## config.mk

```make
export PLATFORM = sky130hd
export DESIGN_NAME = ibpl_pin_logic
export DESIGN_NICKNAME = d
export VERILOG_FILES = /design/src/rtl/ibpl_pkg.sv /design/src/rtl/ibpl_pin_logic.sv /design/src/rtl/ibpl_cycle_timer.sv
export SDC_FILE = /design/constraint.sdc
export NUM_CORES = 1
export LEC_CHECK = 0
export BUFFER_PORTS_ARGS = -buffer_cell sky130_fd_sc_hd__buf_2
export CORE_MARGIN = 4
export CORE_UTILIZATION = 45
export DETAILED_ROUTE_END_ITERATION = 16
export PLACE_DENSITY_LB_ADDON = 0.15
export REMOVE_ABC_BUFFERS = 1
export SYNTH_ARGS = -nofsm -noshare
export SYNTH_HDL_FRONTEND = slang
export SYNTH_SLANG_ARGS = --single-unit
```

## constraint.sdc

```tcl
create_clock -name core_clk -period 8.67 [get_ports core_clk]
set_input_delay 0.867 -clock core_clk [delete_from_list [all_inputs] [get_ports core_clk]]
set_output_delay 0.867 -clock core_clk [all_outputs]
set_load 0.02 [all_outputs]
```

## src/rtl/ibpl_pkg.sv

```systemverilog
// Purpose: shared types and constants of the expansion bus pin logic
// Assumes: one bus clock per core_clk edge
// Notes: cycle lengths count whole bus clocks, address clock included
package ibpl_pkg;

  // normal cycle lengths in bus clocks
  localparam logic [3:0] IBPL_LEN_MEM16_NORM = 4'h3;
  localparam logic [3:0] IBPL_LEN_IO16_NORM = 4'h3;
  localparam logic [3:0] IBPL_LEN_8BIT_NORM = 4'h6;
  // shortened lengths under a no-wait request
  localparam logic [3:0] IBPL_LEN_MEM16_FAST = 4'h2;
  localparam logic [3:0] IBPL_LEN_8BIT_FAST = 4'h3;
  localparam logic [3:0] IBPL_CNT_ONE = 4'h1;

  // low megabyte: upper address nibble zero (0x000000 to 0x0FFFFF)
  localparam logic [3:0] IBPL_LOW_MB_NIBBLE = 4'h0;

  // boot rom windows, each a 64 KiB block named by address bits 23:16
  localparam logic [7:0] IBPL_ROM_BLK0 = 8'h0F;
  localparam logic [7:0] IBPL_ROM_BLK1 = 8'h0E;
  localparam logic [7:0] IBPL_ROM_BLK2 = 8'hFF;
  localparam int IBPL_ROM_RANGES = 3;

  // quick address-20 bit position in the port 92 value
  localparam int IBPL_QA20_BIT = 1;

  // reset values of pins
  localparam logic [19:0] IBPL_SA_RST = 20'h00000;
  localparam logic [15:0] IBPL_SD_RST = 16'h0000;
  localparam logic [6:0] IBPL_LA_RST = 7'h00;

  // internal cycle request
  typedef struct packed {
    logic is_mem;
    logic is_write;
    logic wide;
    logic dma;
    logic refresh;
    logic high_byte;
    logic [23:0] addr;
    logic [15:0] wdata;
  } ibpl_req_t;

  // address bus group: low address sa, upper address la, high byte enable (low active)
  typedef struct packed {
    logic [19:0] sa;
    logic [6:0] la;
    logic hbe_b;
  } ibpl_addr_t;

endpackage

```

## src/rtl/ibpl_pin_logic.sv

```systemverilog
// Purpose: expansion bus address, data, strobe, a20 and boot rom pins
// Assumes: ext_master_own and suspend are synchronous to core_clk
// Notes: every pin output is registered; enables are low while driving
// Behaviour
// address lines pick one byte in the megabyte named by upper bits
// memory cycles carry equal address bits 19:17 on both groups
// i/o cycles use address bits 15:0 only; 19:16 undefined
// address driven while device owns bus, input under external master
// high byte enable marks upper-byte transfer; negated in refresh
// high byte enable driven when owning, sampled under external master
// sixteen-bit data bus, high and low byte; undefined in refresh
// low-megabyte read strobe: delayed memory read below one megabyte
// low-megabyte write strobe: delayed memory write below one megabyte
// slave raises no-wait only after decoding address and command
// no-wait shortens sixteen-bit memory cycles to two bus clocks
// no-wait shortens eight-bit memory or i/o cycles to three clocks
// no-wait ignored on sixteen-bit i/o cycles
// channel ready low with no-wait: no-wait ignored, waits added
// a20 gate input combined with quick a20 bit onto mask output
// boot rom select decoded from address and upper address bits
// boot rom select never asserted in dma cycles
// boot rom select high in reset, after reset, and suspend
// address floats in reset, holds last value in suspend
// data floats in reset and in suspend
// device asserts memory read as master, dma included
// device drives refresh indicator during its refresh cycles
// mask asserted only when gate and quick bit are both low
`timescale 1ns/1ps
module ibpl_pin_logic
  import ibpl_pkg::*;
(
  input wire logic core_clk,
  input wire logic rst_b,
  input wire logic suspend,
  input wire logic ext_master_own,
  input wire ibpl_req_t req,
  input wire logic req_valid,
  output logic req_ready,
  output logic cyc_done,
  output logic [15:0] rdata,
  input wire ibpl_addr_t addr_in,
  output ibpl_addr_t addr_out,
  output logic addr_oe_b,
  input wire logic [15:0] system_data_bus_in,
  output logic [15:0] system_data_bus_out,
  output logic system_data_bus_oe_b,
  input wire logic mem_read_command_b_in,
  input wire logic mem_write_command_b_in,
  output logic mem_read_command_b_out,
  output logic mem_write_command_b_out,
  output logic mem_command_oe_b,
  output logic io_read_command_b,
  output logic io_write_command_b,
  output logic refresh_b,
  output logic low_mem_read_strobe_b,
  output logic low_mem_write_strobe_b,
  input wire logic no_wait_request_b,
  input wire logic channel_ready,
  input wire logic addr20_gate_in,
  input wire logic [7:0] port92_value,
  output logic addr20_mask_out_b,
  input wire logic [IBPL_ROM_RANGES-1:0] rom_range_en,
  output logic boot_rom_select_b
);

  typedef enum logic [1:0] {ST_IDLE, ST_ADDR, ST_CMD, ST_DONE} ibpl_state_t;

  ibpl_state_t state_reg;
  ibpl_state_t state_next;
  ibpl_req_t cur_reg;
  logic take;
  logic last;
  logic allow_fast;
  logic [3:0] len_norm;
  logic [3:0] len_fast;
  logic own;
  logic bus_rd;
  logic bus_wr;
  logic [23:0] bus_addr;
  logic low_mb;
  logic rom_hit;
  logic [7:0] rom_blk;

  assign own = ~ext_master_own;
  assign take = req_valid & req_ready & own & ~suspend;

  // cycle sequencer
  always_comb begin
    state_next = state_reg;
    case (state_reg)
      ST_IDLE: begin
        if (take) begin
          state_next = ST_ADDR;
        end
      end
      ST_ADDR: begin
        state_next = ST_CMD;
      end
      ST_CMD: begin
        if (last) begin
          state_next = ST_DONE;
        end
      end
      default: begin
        state_next = ST_IDLE;
      end
    endcase
  end

  always_ff @(posedge core_clk or negedge rst_b) begin
    if (!rst_b) begin
      state_reg <= ST_IDLE;
    end else begin
      state_reg <= state_next;
    end
  end

  // request latch and handshake
  always_ff @(posedge core_clk or negedge rst_b) begin
    if (!rst_b) begin
      cur_reg <= '0;
      req_ready <= 1'b0;
    end else begin
      if (take) begin
        cur_reg <= req;
      end
      req_ready <= (state_next == ST_IDLE) & ~take;
    end
  end

  // lengths per cycle type
  always_comb begin
    if (cur_reg.is_mem && cur_reg.wide) begin
      len_norm = IBPL_LEN_MEM16_NORM;
      len_fast = IBPL_LEN_MEM16_FAST;
    end else if (cur_reg.wide) begin
      len_norm = IBPL_LEN_IO16_NORM;
      len_fast = IBPL_LEN_IO16_NORM;
    end else begin
      len_norm = IBPL_LEN_8BIT_NORM;
      len_fast = IBPL_LEN_8BIT_FAST;
    end
  end
  // sixteen-bit i/o and refresh never shorten
  assign allow_fast = ~(cur_reg.wide & ~cur_reg.is_mem) & ~cur_reg.refresh;

  ibpl_cycle_timer u_timer (
    .core_clk(core_clk),
    .rst_b(rst_b),
    .start(state_reg == ST_ADDR),
    .run(state_reg == ST_CMD),
    .channel_ready(channel_ready),
    .no_wait_request_b(no_wait_request_b),
    .allow_fast(allow_fast),
    .len_norm(len_norm),
    .len_fast(len_fast),
    .last(last)
  );

  // address group: driven while owning, sa and la held in suspend with hbe_b negated, floats in reset
  always_ff @(posedge core_clk or negedge rst_b) begin
    if (!rst_b) begin
      addr_out <= '{sa: IBPL_SA_RST, la: IBPL_LA_RST, hbe_b: 1'b1};
      addr_oe_b <= 1'b1;
    end else if (suspend) begin
      addr_out.hbe_b <= 1'b1;
      addr_oe_b <= 1'b0;
    end else if (ext_master_own) begin
      addr_oe_b <= 1'b1;
    end else if (take) begin
      addr_out.la <= req.addr[23:17];
      addr_out.sa <= req.is_mem ? req.addr[19:0] : {4'h0, req.addr[15:0]};
      addr_out.hbe_b <= ~(req.high_byte & ~req.refresh);
      addr_oe_b <= 1'b0;
    end
  end

  // data: driven only for own writes outside refresh
  always_ff @(posedge core_clk or negedge rst_b) begin
    if (!rst_b) begin
      system_data_bus_out <= IBPL_SD_RST;
      system_data_bus_oe_b <= 1'b1;
    end else if (suspend || ext_master_own) begin
      system_data_bus_oe_b <= 1'b1;
    end else if (take) begin
      system_data_bus_out <= req.wdata;
      system_data_bus_oe_b <= ~(req.is_write & ~req.refresh);
    end else if (state_reg == ST_DONE) begin
      system_data_bus_oe_b <= 1'b1;
    end
  end

  // read data capture and completion pulse
  always_ff @(posedge core_clk or negedge rst_b) begin
    if (!rst_b) begin
      rdata <= IBPL_SD_RST;
      cyc_done <= 1'b0;
    end else begin
      cyc_done <= last;
      if (last && !cur_reg.is_write) begin
        rdata <= system_data_bus_in;
      end
    end
  end

  // commands and refresh indicator, active during command clocks
  always_ff @(posedge core_clk or negedge rst_b) begin
    if (!rst_b) begin
      mem_read_command_b_out <= 1'b1;
      mem_write_command_b_out <= 1'b1;
      mem_command_oe_b <= 1'b1;
      io_read_command_b <= 1'b1;
      io_write_command_b <= 1'b1;
      refresh_b <= 1'b1;
    end else begin
      mem_command_oe_b <= ext_master_own;
      if (state_next == ST_CMD) begin
        mem_read_command_b_out <= ~(cur_reg.is_mem & ~cur_reg.is_write);
        mem_write_command_b_out <= ~(cur_reg.is_mem & cur_reg.is_write);
        io_read_command_b <= ~(~cur_reg.is_mem & ~cur_reg.is_write);
        io_write_command_b <= ~(~cur_reg.is_mem & cur_reg.is_write);
        refresh_b <= ~cur_reg.refresh;
      end else begin
        mem_read_command_b_out <= 1'b1;
        mem_write_command_b_out <= 1'b1;
        io_read_command_b <= 1'b1;
        io_write_command_b <= 1'b1;
        refresh_b <= 1'b1;
      end
    end
  end

  // live command and address on the bus from whichever master owns it
  assign bus_rd = own ? ~mem_read_command_b_out : ~mem_read_command_b_in;
  assign bus_wr = own ? ~mem_write_command_b_out : ~mem_write_command_b_in;
  assign bus_addr = own ? {addr_out.la, addr_out.sa[16:0]} : {addr_in.la, addr_in.sa[16:0]};
  assign low_mb = (bus_addr[23:20] == IBPL_LOW_MB_NIBBLE);

  // low-megabyte strobes follow the command one clock later
  always_ff @(posedge core_clk or negedge rst_b) begin
    if (!rst_b) begin
      low_mem_read_strobe_b <= 1'b1;
      low_mem_write_strobe_b <= 1'b1;
    end else if (suspend) begin
      low_mem_read_strobe_b <= 1'b1;
      low_mem_write_strobe_b <= 1'b1;
    end else begin
      low_mem_read_strobe_b <= ~(bus_rd & low_mb & refresh_b);
      low_mem_write_strobe_b <= ~(bus_wr & low_mb);
    end
  end

  // mask output: low only when gate and quick bit are both low
  always_ff @(posedge core_clk or negedge rst_b) begin
    if (!rst_b) begin
      addr20_mask_out_b <= 1'b1;
    end else begin
      addr20_mask_out_b <= addr20_gate_in | port92_value[IBPL_QA20_BIT];
    end
  end

  // boot rom window decode
  assign rom_blk = bus_addr[23:16];
  assign rom_hit = (rom_range_en[0] && rom_blk == IBPL_ROM_BLK0) ||
                   (rom_range_en[1] && rom_blk == IBPL_ROM_BLK1) ||
                   (rom_range_en[2] && rom_blk == IBPL_ROM_BLK2);

  always_ff @(posedge core_clk or negedge rst_b) begin
    if (!rst_b) begin
      boot_rom_select_b <= 1'b1;
    end else if (suspend) begin
      boot_rom_select_b <= 1'b1;
    end else begin
      boot_rom_select_b <= ~(rom_hit & (bus_rd | bus_wr) & ~(own & cur_reg.dma));
    end
  end
endmodule

```

## src/rtl/ibpl_cycle_timer.sv

```systemverilog
// Purpose: counts bus clocks of one cycle and marks its last clock
// Assumes: start in the address clock, run in the command clocks
// Notes: a no-wait request counts only when channel ready is high
`timescale 1ns/1ps
module ibpl_cycle_timer
  import ibpl_pkg::*;
(
  input wire logic core_clk,
  input wire logic rst_b,
  input wire logic start,
  input wire logic run,
  input wire logic channel_ready,
  input wire logic no_wait_request_b,
  input wire logic allow_fast,
  input wire logic [3:0] len_norm,
  input wire logic [3:0] len_fast,
  output logic last
);

  logic [3:0] cnt_reg;
  logic fast_reg;
  logic fast_now;
  logic [3:0] cnt_inc;

  // a no-wait request beside a low channel ready is ignored
  assign fast_now = allow_fast & ~no_wait_request_b & channel_ready;
  assign cnt_inc = cnt_reg + IBPL_CNT_ONE;
  // channel ready low always adds a wait state
  assign last = run & channel_ready &
                (cnt_inc >= ((fast_reg | fast_now) ? len_fast : len_norm));

  // clock counter of the cycle; a wait state does not count toward the length
  always_ff @(posedge core_clk or negedge rst_b) begin
    if (!rst_b) begin
      cnt_reg <= 4'h0;
    end else if (start) begin
      cnt_reg <= IBPL_CNT_ONE;
    end else if (run && channel_ready && cnt_reg != 4'hF) begin
      cnt_reg <= cnt_inc;
    end
  end

  // remembers a granted shortening for the rest of the cycle
  always_ff @(posedge core_clk or negedge rst_b) begin
    if (!rst_b) begin
      fast_reg <= 1'b0;
    end else if (start) begin
      fast_reg <= 1'b0;
    end else if (fast_now && run) begin
      fast_reg <= 1'b1;
    end
  end

endmodule

```

== Word-level counts from Yosys, hierarchy flattened ==
Index checks and enable logic that the tools add are counted.
Cells by class
  bitwise logic cells: 49
  shift-type cells: 0
  div/mod/pow operators: 0
  muxes and demuxes: 32
  add/subtract/negate cells: 1
  reductions and logical operators: 23
  $lt $le $gt $ge: 1
  eq/ne operators: 9
  $mul: 0
Operators with widths (count)
  $mux 24: 1
  $not 1->1: 24
  $and 1x1->1: 22
  $mux 1: 22
  $mux 20: 1
  $eq 8x4->1 const B: 2
  $mux 3: 3
  $eq 8x8->1 const B: 1
  $logic_and 1x1->1: 8
  $mux 4: 2
  $eq 2x2->1 const B: 3
  $pmux 2 s3: 1
  $reduce_bool 2->1: 3
  $reduce_bool 3->1: 2
  $add 4x1->4 const B: 1
  $ge 4x4->1: 1
  $logic_not 2->1: 2
  $logic_not 4->1: 1
  $mux 2: 2
  $ne 4x4->1 const B: 1
  $reduce_and 2->1: 2
  $logic_or 1x1->1: 3
  $or 1x1->1: 3
  $reduce_and 3->1: 1
  other kinds (3): 3
Storage, ports and cells
  output and inout bits: 74
  bits in read-only memories: 0
  bits in writable memories: 0
  memories: 0
  input bits: 111
  latch bits: 0
  bits in registers: 86

== Longest topological paths before layout ==
Gate-level depths: netlist of the first run.
  word-level depth: 14
  mapped depth: 10
  mapped depth without buffers: 9

== Modules after synthesis ==
From an unflattened synthesis of the first run, not the netlist that was laid out.
Unflattened totals
  cells, all modules: 270
  area total of the unflattened synthesis: 3672.3 µm²
By module, submodules not included
  ibpl_pin_logic: sequential area each 2043.2 µm², cells each 228, times used 1, area each 3253.1 µm²
  ibpl_cycle_timer: sequential area each 125.1 µm², cells each 42, times used 1, area each 419.2 µm²

== Worst setup path after synthesis of the first run ==
No wires, ideal clock.
  kind: input to register
  from: input no_wait_request_b
  to: register rdata[10]
  path buffers: 1
  cell stages on the path: 9
  path slack: 5.495 ns
  library setup time: 0.125 ns
  arrival time: 3.051 ns
  cells stage by stage: a2111oi_0 > o211ai_1 > and2_1 > ha_1 > nand2b_1 > a31oi_1 > a211oi_4 > buf_6 > mux2_2
On the way
  longest elaborated chain between the ends: 8
Ends and longest elaborated chain
  start, declared: RTL line ibpl_pin_logic.sv:57  | input wire logic no_wait_request_b,
  $not 1->1: RTL line ibpl_cycle_timer.sv:26  | assign fast_now = allow_fast & ~no_wait_request_b & channel_ready;
  $and 1x1->1 (2 in a row): RTL line ibpl_cycle_timer.sv:26
  $or 1x1->1: RTL line ibpl_cycle_timer.sv:30  | (cnt_inc >= ((fast_reg | fast_now) ? len_fast : len_norm));
  $mux 3: RTL line ibpl_cycle_timer.sv:30
  $ge 4x4->1: RTL line ibpl_cycle_timer.sv:30
  $and 1x1->1: RTL line ibpl_cycle_timer.sv:29  | assign last = run & channel_ready &
  $logic_and 1x1->1: RTL line ibpl_pin_logic.sv:200  | if (last && !cur_reg.is_write) begin
  end signal, assigned: RTL line ibpl_pin_logic.sv:201  | rdata <= system_data_bus_in;
  end, declared: RTL line ibpl_pin_logic.sv:40  | output logic [15:0] rdata,
Every way passes these cells.
A chain may end at the register's enable or synchronous reset.

== Final worst setup path of the first run ==
  from: input channel_ready
  to: register rdata[6]
On the way
  longest elaborated chain between the ends: 6
  elaborated cells on any way between the ends: 7
Ends and longest elaborated chain
  start, declared: RTL line ibpl_pin_logic.sv:58  | input wire logic channel_ready,
  $and 1x1->1: RTL line ibpl_cycle_timer.sv:26
  $or 1x1->1: RTL line ibpl_cycle_timer.sv:30
  $mux 3: RTL line ibpl_cycle_timer.sv:30
  $ge 4x4->1: RTL line ibpl_cycle_timer.sv:30
  $and 1x1->1 *: RTL line ibpl_cycle_timer.sv:29
  $logic_and 1x1->1 *: RTL line ibpl_pin_logic.sv:200
Mark *: on every way between the ends. The rest lies on a longest branch, timed or not.

==> results of run 1 <==
==> power groups by stage <==
stage	clock network (µW)	logic, µW	registers (µW)
after floorplan	0	300	885
after global placement	0	733	692
after detailed placement	0	746	702
after CTS	292	746	697
after global routing	313	804	722
final	282	735	696
==> layer usage <==
metal	part of all wire, %	vias up	track usage [%]
li1	-	1243	-
met1	42	1250	20.5
met2	47	104	27.6
met3	10	7	8.29
met4	0.93	0	5.18
met5	0	-	0
==> critical path, stage by stage <==
cell	delay, ps
sky130_fd_sc_hd__buf_2	130
sky130_fd_sc_hd__inv_1	50
sky130_fd_sc_hd__a2111oi_0	500
sky130_fd_sc_hd__o211ai_1	150
sky130_fd_sc_hd__and2_1	180
sky130_fd_sc_hd__ha_1	250
sky130_fd_sc_hd__nand2b_1	90
sky130_fd_sc_hd__a31oi_1	170
sky130_fd_sc_hd__a211oi_4	780
sky130_fd_sc_hd__mux2_2	410
==> synthesized netlist by cell type, types with 2 or more instances <==
cell | count | area, µm²
sky130_fd_sc_hd__a31oi_1 | 3 | 18.8
sky130_fd_sc_hd__nor2_1 | 11 | 41.3
sky130_fd_sc_hd__mux2_2 | 58 | 653
sky130_fd_sc_hd__xor2_1 | 2 | 17.5
sky130_fd_sc_hd__clkbuf_1 | 4 | 15.0
sky130_fd_sc_hd__dfstp_2 | 13 | 342
sky130_fd_sc_hd__o21ai_0 | 9 | 45.0
sky130_fd_sc_hd__dfrtp_1 | 73 | 1830
sky130_fd_sc_hd__buf_4 | 4 | 30.0
sky130_fd_sc_hd__or3_1 | 2 | 12.5
sky130_fd_sc_hd__a21oi_1 | 5 | 25.0
sky130_fd_sc_hd__mux2i_1 | 5 | 50.1
sky130_fd_sc_hd__nand2b_1 | 2 | 12.5
sky130_fd_sc_hd__ha_1 | 7 | 87.6
sky130_fd_sc_hd__nand4_1 | 2 | 12.5
sky130_fd_sc_hd__nand2_1 | 9 | 33.8
sky130_fd_sc_hd__o2111ai_1 | 4 | 35.0
sky130_fd_sc_hd__o211ai_1 | 2 | 15.0
sky130_fd_sc_hd__inv_1 | 10 | 37.5
sky130_fd_sc_hd__nor3b_1 | 2 | 15.0
sky130_fd_sc_hd__nand3_1 | 9 | 45.0
sky130_fd_sc_hd__nor3_1 | 2 | 10.0
==> metrics by stage <==
stage          setup slack (ps)  instance area (µm²)
2_1_floorplan              1500                 3490
6_report                   5310                 4640
3_3_place_gp               5030                 4440
3_5_place_dp               4950                 4440
5_1_grt                    5010                 4640
4_1_cts                    5310                 4640
==> area by class of cell <==
| cell class | count | area (µm²) | share of cell area [%] |
|---|---|---|---|
| flip-flops and latches | 86 | 2170 | 46.7 |
| clock buffers | 13 | 159 | 3.43 |
| inverters | 10 | 37.5 | 0.809 |
| repair buffers | 159 | 803 | 17.3 |
| multi-input cells | 152 | 1300 | 28.0 |
| clock inverters | 3 | 42.5 | 0.917 |
| well taps | 102 | 128 | 2.75 |
==> worst min-delay path by stage <==
| stage | slack [ps] | cells past startpoint | from | to |
|---|---|---|---|---|
| 6_report | 470 | 1 | refresh_b | low_mem_read_strobe_b |
| 5_1_grt | 480 | 1 | refresh_b | low_mem_read_strobe_b |
| 4_1_cts | 470 | 1 | refresh_b | low_mem_read_strobe_b |
| 3_5_place_dp | 450 | 1 | refresh_b | low_mem_read_strobe_b |
| 3_3_place_gp | 440 | 1 | refresh_b | low_mem_read_strobe_b |
| 2_1_floorplan | 430 | 1 | cur_reg[41] | refresh_b |
==> kinds of logic after synthesis <==
| logic type | Yosys count | share of synthesized area (%) |
|---|---|---|
| xor+xnor | 3 | 0.740 |
| flops | 86 | 61.0 |
| compound gates | 33 | 6.52 |
| mux | 63 | 19.8 |
| buf+inv | 20 | 2.78 |
| fa+ha+maj | 7 | 2.47 |
| simple gates | 46 | 6.66 |
==> placed cells by master, fill, tap and decap left out, drive strengths merged, types with 3 or more instances in the layout <==
cell type and count:
mux2i 5, nand3 9, o2111ai 4, clkbuf 13
nor2 11, dfrtp 73, buf 159, o21ai 9
a21oi 5, a31oi 3, nand2 9, mux2 58
dfstp 13, ha 7, inv 10
==> flow_summary_export.csv, run 1 <==
group,metric,value,unit
run_status,run_status,"finished clean",
timing,hold_ws,468,ps
grt,grt-ovfl-total,0,
clocking,cts_hold_buffers,0,
worst_hold_path,hold_class,"reg -> reg",
worst_setup_path,end_kind,"flop",
clocking,cts_inserted_buffers,9,
grt,antenna_violations_before_repair,0,
run,cap_viol_max_count,0,
timing,report.final.setup_viol,0,
power_and_ir_drop,comb_power_share,42.9,%
place,place_congestion,0.808,
synthesis,synthFlopType,"sky130_fd_sc_hd__dfrtp_1",
place,numPlacedInstances,509,
power_and_ir_drop,internal_power,1050,µW
floorplanning,dieArea,0.00938,mm²
worst_setup_path,ff2ff_setup_slack,5410,ps
synthesis,synth.yosys.seq_area_share,61.0,%
timing,achievable-frequency,0.298,GHz
drt,routed-via-count,2604,
drt,wire_length_per_cell_after_detailed_routing,14.7,µm
final_layout,reg.largest.list,"addr_out x28, rdata x16, system_data_bus_out x16",
power_and_ir_drop,power_leakage,0.00224,µW
worst_setup_path,crit_path_end,"rdata[6]",
final_layout,layout-area-overhead-vs-synth,30.6,%
timing,final_count_of_hold_timing_violations,0,
worst_setup_path,r2r_end,"rdata[6]",
drt,firstDrtPassIters,4,
clocking,worstSkewPairLatency,340,ps
timing,final.setup.tns,0,ps
timing,headroom_to_the_max_slew_limit,43.7,%
timing,layout_min_cycle_time,3360,ps
worst_setup_path,rr_worst_depth,9,
drt,routed_wl,7.73,mm
grt,grt_start_max_net_pins,57,
synthesis,synth_edf_count,0,
power_and_ir_drop,sw_frac_of_total,38.9,%
clocking,clock_tree_from_tritoncts,"yes",
worst_setup_path,crit_start,"channel_ready",
drt,drt_iter0_markers,61,
floorplanning,floorplan.initialDensity,46.2,%
final_layout,regMostFlops,"addr_out",
grt,global_route_usage_over_all_layers,17.2,%
synthesis,yosys_warnings,0,
timing,final_min_period_over_clock_period,38.8,%
floorplanning,floorplan.io_pins,185,
power_and_ir_drop,reported_net_switching_power,666,µW
final_layout,largest_register_ffs,28,
timing,worst_pin_slew,841,ps
final_layout,post_route_cells_drive_above_1_share,58.6,%
synthesis,synth.lib_cells_used.distinct,42,
clocking,clk_path_buf_depth,2,
power_and_ir_drop,power.clock.fraction,16.4,%
final_layout,finish.utilization,60.3,%
timing,maxSlewViolCount,0,
final_layout,fillers,671,
worst_setup_path,critical_path.reg2reg.startpoint,"cur_reg[45]",
floorplanning,num_rows,32,
clocking,cts_sinks,86,
floorplanning,die_height,96.8,µm
worst_setup_path,critPathKind,"in -> reg",
worst_setup_path,cp_data_required_time,8900,ps
synthesis,synthCells,258,
grt,grt_pass1_vias,2787,
final_layout,antenna-diode-count,0,
clocking,ctsHtreeMaxLevel,3,
clocking,ctsRootBufferMaster,"sky130_fd_sc_hd__clkbuf_8",
place,detailed_placement_wirelength_estimate,5.75,mm
worst_setup_path,critical_path_peak_fanout,16,
synthesis,synth_area_per_cell,13.8,µm²
final_layout,nNetsFinal,536,
timing,grt_setup_unrepaired,"false",
floorplanning,die_width,96.8,µm
synthesis,asyncSetResetFlopFracSynth,100,%
grt,wire_length_of_the_first_global_routing_pass,13.2,mm
drt,detailed_route_vias_per_instance,4.96,
synthesis,ys_ff_latch,86,
clocking,post_cts_setup_driven_buffer_insertion_count,0,
power_and_ir_drop,vdd.ir_drop.worst,0.188,mV
synthesis,synthesis.area,0.00355,mm²
worst_setup_path,worst_ep_arrival_time,3590,ps
place,portBuffers,157,
power_and_ir_drop,power_frac_seq,40.6,%
drt,remaining_drcs,0,
clocking,cts_resized,0,
clocking,clk_pin_slew_worst_paths,80,ps
worst_setup_path,start_kind,"input pin",
floorplanning,core_area,0.00769,mm²
final_layout,layoutNonFillerInstCount,525,
drt,ant_nets,0,
power_and_ir_drop,fin_total_pwr,1710,µW
timing,final.setup_skew,9.05,ps
power_and_ir_drop,pwr_density_cell,369,mW/mm²
No activity file was read; power rests on OpenSTA's default activity.
==> run 2, diff against run 1 <==
Settings changed: CORE_UTILIZATION 45 to 41.
Clock period 8.67 ns to 3 ns, I/O delays scaled along.
==> flow_summary_export.csv, run 2 (synthesis gave the netlist of run 1 again) <==
group,metric,value,unit
run_status,run_status,"finished clean",
worst_setup_path,end_kind,"flop",
clocking,worstSkewPairLatency,350,ps
worst_setup_path,cp_data_required_time,3230,ps
drt,remaining_drcs,0,
worst_setup_path,ff2ff_setup_slack,270,ps
final_layout,regMostFlops,"addr_out",
grt,global_route_usage_over_all_layers,16.1,%
drt,firstDrtPassIters,4,
final_layout,layout-area-overhead-vs-synth,33.1,%
timing,grt_setup_unrepaired,"false",
final_layout,final_common_cell,"sky130_fd_sc_hd__buf_2",
place,portBuffers,157,
drt,drt_iter0_markers,36,
timing,final_count_of_hold_timing_violations,0,
worst_setup_path,start_kind,"flop",
clocking,ctsRootBufferMaster,"sky130_fd_sc_hd__clkbuf_8",
final_layout,multi_input_area,0.00131,mm²
worst_setup_path,critPathKind,"reg -> reg",
timing,report.final.setup_viol,0,
final_layout,nNetsFinal,539,
final_layout,largest_register_ffs,28,
floorplanning,core_area,0.00834,mm²
drt,routed_wl,7.90,mm
worst_hold_path,hold_class,"in -> async",
worst_setup_path,worst_ep_arrival_time,2960,ps
drt,wire_length_per_cell_after_detailed_routing,14.9,µm
power_and_ir_drop,power_leakage,0.00228,µW
grt,grt_pass1_vias,2757,
timing,maxSlewViolCount,0,
timing,achievable-frequency,0.366,GHz
grt,grt-ovfl-total,0,
drt,detailed_route_vias_per_instance,4.93,
final_layout,post_route_cells_drive_above_1_share,59.4,%
drt,routed-via-count,2616,
grt,grt_start_max_net_pins,58,
timing,layout_min_cycle_time,2730,ps
final_layout,finish.utilization,56.7,%
clocking,clk_pin_slew_worst_paths,90,ps
final_layout,antenna-diode-count,0,
place,detailed_placement_wirelength_estimate,6.06,mm
clocking,clock_tree_from_tritoncts,"yes",
timing,worst_pin_slew,701,ps
final_layout,layoutNonFillerInstCount,531,
run,cap_viol_max_count,0,
drt,ant_nets,0,
clocking,cts_inserted_buffers,9,
clocking,clk_path_buf_depth,2,
final_layout,layout.cells.most_common_list,"sky130_fd_sc_hd__buf_2 (156), sky130_fd_sc_hd__dfrtp_1 (73), sky130_fd_sc_hd__mux2_2 (58), sky130_fd_sc_hd__dfstp_2 (13), sky130_fd_sc_hd__nor2_1 (11)",
final_layout,fillers,744,
place,numPlacedInstances,515,
grt,antenna_violations_before_repair,0,
clocking,cts_hold_buffers,0,
worst_setup_path,rr_worst_depth,10,
worst_setup_path,crit_start,"cur_reg[45]",
floorplanning,num_rows,33,
floorplanning,floorplan.initialDensity,42.6,%
final_layout,reg.largest.list,"addr_out x28, rdata x16, system_data_bus_out x16",
place,place_congestion,0.801,
timing,headroom_to_the_max_slew_limit,53.3,%
worst_setup_path,critical_path.reg2reg.startpoint,"cur_reg[45]",
floorplanning,dieArea,0.0102,mm²
timing,final_min_period_over_clock_period,91.0,%
timing,final.setup_skew,11.3,ps
power_and_ir_drop,pwr_density_cell,1090,mW/mm²
worst_setup_path,critical_path_peak_fanout,16,
worst_setup_path,r2r_end,"rdata[4]",
floorplanning,floorplan.io_pins,185,
floorplanning,die_height,101,µm
clocking,ctsHtreeMaxLevel,3,
final_layout,sequential_cell_area,0.00217,mm²
clocking,cts_sinks,86,
power_and_ir_drop,vdd.ir_drop.worst,0.494,mV
floorplanning,die_width,101,µm
grt,wire_length_of_the_first_global_routing_pass,13.0,mm
-- run 2: cell count changes in the layout (fill, tap and decap cells not counted) --
cell / before / now
sky130_fd_sc_hd__buf_4: 3 / 5
sky130_fd_sc_hd__bufinv_16: 1 / 3
sky130_fd_sc_hd__a2111oi_0: 1 / 0
sky130_fd_sc_hd__a2111oi_2: 0 / 1
sky130_fd_sc_hd__buf_12: 0 / 1
sky130_fd_sc_hd__clkbuf_1: 2 / 1
sky130_fd_sc_hd__clkbuf_8: 11 / 10
sky130_fd_sc_hd__clkinv_2: 1 / 0
sky130_fd_sc_hd__inv_6: 0 / 1
-- run 2: stage by stage --
stage               worst slack, ps  setup TNS, ps  power [µW]  hold slack (ps)  area, µm²
finish                          271              0        5160            0.757       4730
global route                    111              0        5530             41.6       4730
CTS                            37.8              0        5230             14.2       4720
detailed placement             68.7              0        4210              408       4480
global placement                120              0        4150              403       4480
floorplan                     -3700        -172050        3420             4.41       3490
-- run 2: worst max path at each step --
stage / endpoint / slack (ps) / cells after the start
after floorplan: io_read_command_b / -3700 / 4
after global placement: rdata[1] / 120 / 10
after detailed placement: rdata[4] / 70 / 10
after CTS: rdata[4] / 40 / 10
after global routing: rdata[4] / 110 / 10
final: rdata[4] / 270 / 10
-- run 2: final cells by class --
class / count / share of cell area, %
clock inverters: 5 / 2.25
inverters: 10 / 0.794
multi-input cells: 152 / 27.6
clock buffers: 11 / 2.99
flip-flops and latches: 86 / 45.8
well taps: 105 / 2.78
repair buffers: 162 / 17.7
-- run 2: metal layers --
metal	global-route usage (%)	routed length, µm
met2	25.9	3760
met1	19.9	3220
met5	0	0
met3	5.95	820
met4	5.83	102
-- run 2: critical path, stage by stage (launching register included) --
cell and delay (ps):
sky130_fd_sc_hd__dfrtp_1 410, sky130_fd_sc_hd__inv_1 120, sky130_fd_sc_hd__a2111oi_2 450, sky130_fd_sc_hd__o211ai_1 120, sky130_fd_sc_hd__and2_1 170, sky130_fd_sc_hd__ha_1 260, sky130_fd_sc_hd__nand2b_1 90, sky130_fd_sc_hd__a31oi_1 160
sky130_fd_sc_hd__a211oi_4 320, sky130_fd_sc_hd__buf_12 190, sky130_fd_sc_hd__mux2_2 340
-- run 2: repair_timing --
item	CTS	global route
gates resized for setup	0	2
buffers inserted	0	0
setup endpoints to repair	0	20
-- run 2: where the power goes --
part	switching [µW]	internal [µW]	total (µW)
Combinational	1240	914	2160
Sequential	309	1700	2010
Clock	409	580	989
==> run 3, diff against run 2 <==
Settings changed: CELL_PAD_IN_SITES_DETAIL_PLACEMENT set to 1, CELL_PAD_IN_SITES_GLOBAL_PLACEMENT set to 1, CORE_MARGIN 4 to 3, CORE_UTILIZATION 41 to 31, SKIP_CTS_REPAIR_TIMING set to 1.
==> flow_summary_export.csv, run 3 (synthesis gave the netlist of run 1 again) <==
group,metric,value,unit
power_and_ir_drop,power_leakage,0.00233,µW
clocking,ctsHtreeMaxLevel,3,
worst_setup_path,critPathSlowestCell,"sky130_fd_sc_hd__dfrtp_1",
final_layout,post_route_cells_drive_above_1_share,59.5,%
grt,grt_pass1_vias,2971,
final_layout,reg.largest.list,"addr_out x28, rdata x16, system_data_bus_out x16",
timing,final_min_period_over_clock_period,92.5,%
clocking,clock_tree_from_tritoncts,"yes",
grt,antenna_violations_before_repair,0,
drt,remaining_drcs,0,
clocking,clk_pin_slew_worst_paths,60,ps
place,place_congestion,0.715,
drt,routed_wl,8.99,mm
drt,firstDrtPassIters,4,
worst_setup_path,cp_data_required_time,3210,ps
timing,final.setup_skew,5.05,ps
drt,detailed_route_vias_per_instance,4.74,
timing,achievable-frequency,0.360,GHz
final_layout,final_std_cell_area_no_fill,0.00487,mm²
grt,grt-ovfl-total,0,
floorplanning,num_rows,38,
run_status,run_status,"finished clean",
grt,global_route_usage_over_all_layers,14.4,%
worst_setup_path,critical-path-max-stage-delay,390,ps
final_layout,largest_register_ffs,28,
floorplanning,core_area,0.0110,mm²
worst_setup_path,critical_path_peak_fanout,16,
final_layout,layout.cells.most_common_list,"sky130_fd_sc_hd__buf_2 (156), sky130_fd_sc_hd__dfrtp_1 (73), sky130_fd_sc_hd__mux2_2 (58), sky130_fd_sc_hd__dfstp_2 (13), sky130_fd_sc_hd__nor2_1 (11)",
timing,maxSlewViolCount,0,
timing,layout_min_cycle_time,2770,ps
final_layout,regMostFlops,"addr_out",
floorplanning,dieArea,0.0128,mm²
power_and_ir_drop,pwr_density_cell,1120,mW/mm²
timing,report.final.setup_viol,0,
worst_setup_path,start_kind,"flop",
power_and_ir_drop,vdd.ir_drop.worst,0.514,mV
timing,worst_pin_slew,1060,ps
floorplanning,floorplan.io_pins,185,
clocking,worstSkewPairLatency,330,ps
worst_setup_path,critPathKind,"reg -> reg",
final_layout,nNetsFinal,538,
final_layout,layout-area-overhead-vs-synth,37.1,%
drt,ant_nets,0,
worst_setup_path,end_kind,"flop",
floorplanning,die_width,113,µm
place,portBuffers,157,
grt,wire_length_of_the_first_global_routing_pass,14.5,mm
floorplanning,floorplan.initialDensity,32.2,%
worst_setup_path,crit_chain,"inv_1 > a2111oi_2 > buf_4 > o211ai_1 > and2_1 > ha_1 > nand2b_1 > a31oi_1 > a211oi_4 > buf_12 > mux2_2",
drt,routed-via-count,2680,
grt,grt_start_max_net_pins,84,
floorplanning,die_height,113,µm
final_layout,final_common_cell,"sky130_fd_sc_hd__buf_2",
worst_setup_path,critPathTopFamily,"compound AO/OA/AOI/OAI gates",
final_layout,fillers,1227,
worst_setup_path,worstPathBufferInverterCount,3,
worst_hold_path,hold_class,"in -> async",
clocking,cts_inserted_buffers,9,
place,dp_worst_setup_slack,99.3,ps
timing,headroom_to_the_max_slew_limit,29.1,%
run,cap_viol_max_count,0,
final_layout,antenna-diode-count,0,
timing,grt_setup_unrepaired,"false",
place,placement.cell_area,0.00452,mm²
timing,final_count_of_hold_timing_violations,0,
timing,fin_ws,225,ps
place,detailed_placement_wirelength_estimate,6.53,mm
worst_setup_path,worst_ep_arrival_time,2990,ps
clocking,clk_path_buf_depth,2,
clocking,ctsRootBufferMaster,"sky130_fd_sc_hd__clkbuf_16",
clocking,cts_sinks,86,
drt,drt_iter0_markers,63,
drt,wire_length_per_cell_after_detailed_routing,15.9,µm
## run 3: cell count changes in the layout (fill, tap and decap cells not counted), sizes merged
cell    change
inv         -1
clkinv      +3
clkbuf      -2
buf         -1
## run 3: worst paths after layout
check                                startpoint               endpoint  slack, ps  cells after the start
max in group asynchronous                 rst_b              addr_oe_b       2090                      2
worst max register to register      cur_reg[45]              rdata[10]        230                     11
worst min-delay path                      rst_b           state_reg[1]        140                      1
worst max-delay path                cur_reg[45]              rdata[10]        230                     11
min in group core_clk           port92_value[1]      addr20_mask_out_b        150                      2
worst min register to register        refresh_b  low_mem_read_strobe_b        460                      1
## run 3: power by group
part | internal, µW | switching (µW)
clock network | 809 | 452
logic | 919 | 1270
registers | 1710 | 317
## run 3: worst reg2reg max path, delay by kind of cell (launching register included)
family                   cells  cell delay, ps
AND/OR/NAND/NOR              2             260
AO/OA/AOI/OAI                4             910
multiplexers                 1             350
adder cells (fa/ha/maj)      1             260
flip-flops                   1             390
buffers and inverters        3             490
## run 3: layout make-up
type	instances	area (µm²)	area share (%)
Tap cell	140	175	3.60
Sequential cell	86	2170	44.5
Clock buffer	9	225	4.63
Timing Repair Buffer	161	843	17.3
Clock inverter	7	113	2.31
Inverter	10	37.5	0.771
Multi-Input combinational cell	152	1310	26.8
## run 3: stage by stage
step / utilization (%) / instances / total power (µW) / TNS [ps] / hold slack (ps)
2_1_floorplan: - / 248 / 3420 / -172050 / 4.41
3_3_place_gp: 41.0 / 549 / 4180 / 0 / 447
3_5_place_dp: 41.0 / 549 / 4260 / 0 / 449
4_1_cts: 44.1 / 565 / 5560 / 0 / 143
5_1_grt: 44.1 / 565 / 5840 / 0 / 146
6_report: 44.1 / 565 / 5470 / 0 / 139
## run 3: metal layers
| layer | vias to the layer above | wire (µm) | GRT usage, % |
|---|---|---|---|
| met3 | 5 | 961 | 6.68 |
| met4 | 0 | 61 | 4.33 |
| met5 | - | 0 | 0 |
| met2 | 105 | 4270 | 23.2 |
| li1 | 1242 | - | - |
| met1 | 1328 | 3700 | 17.2 |
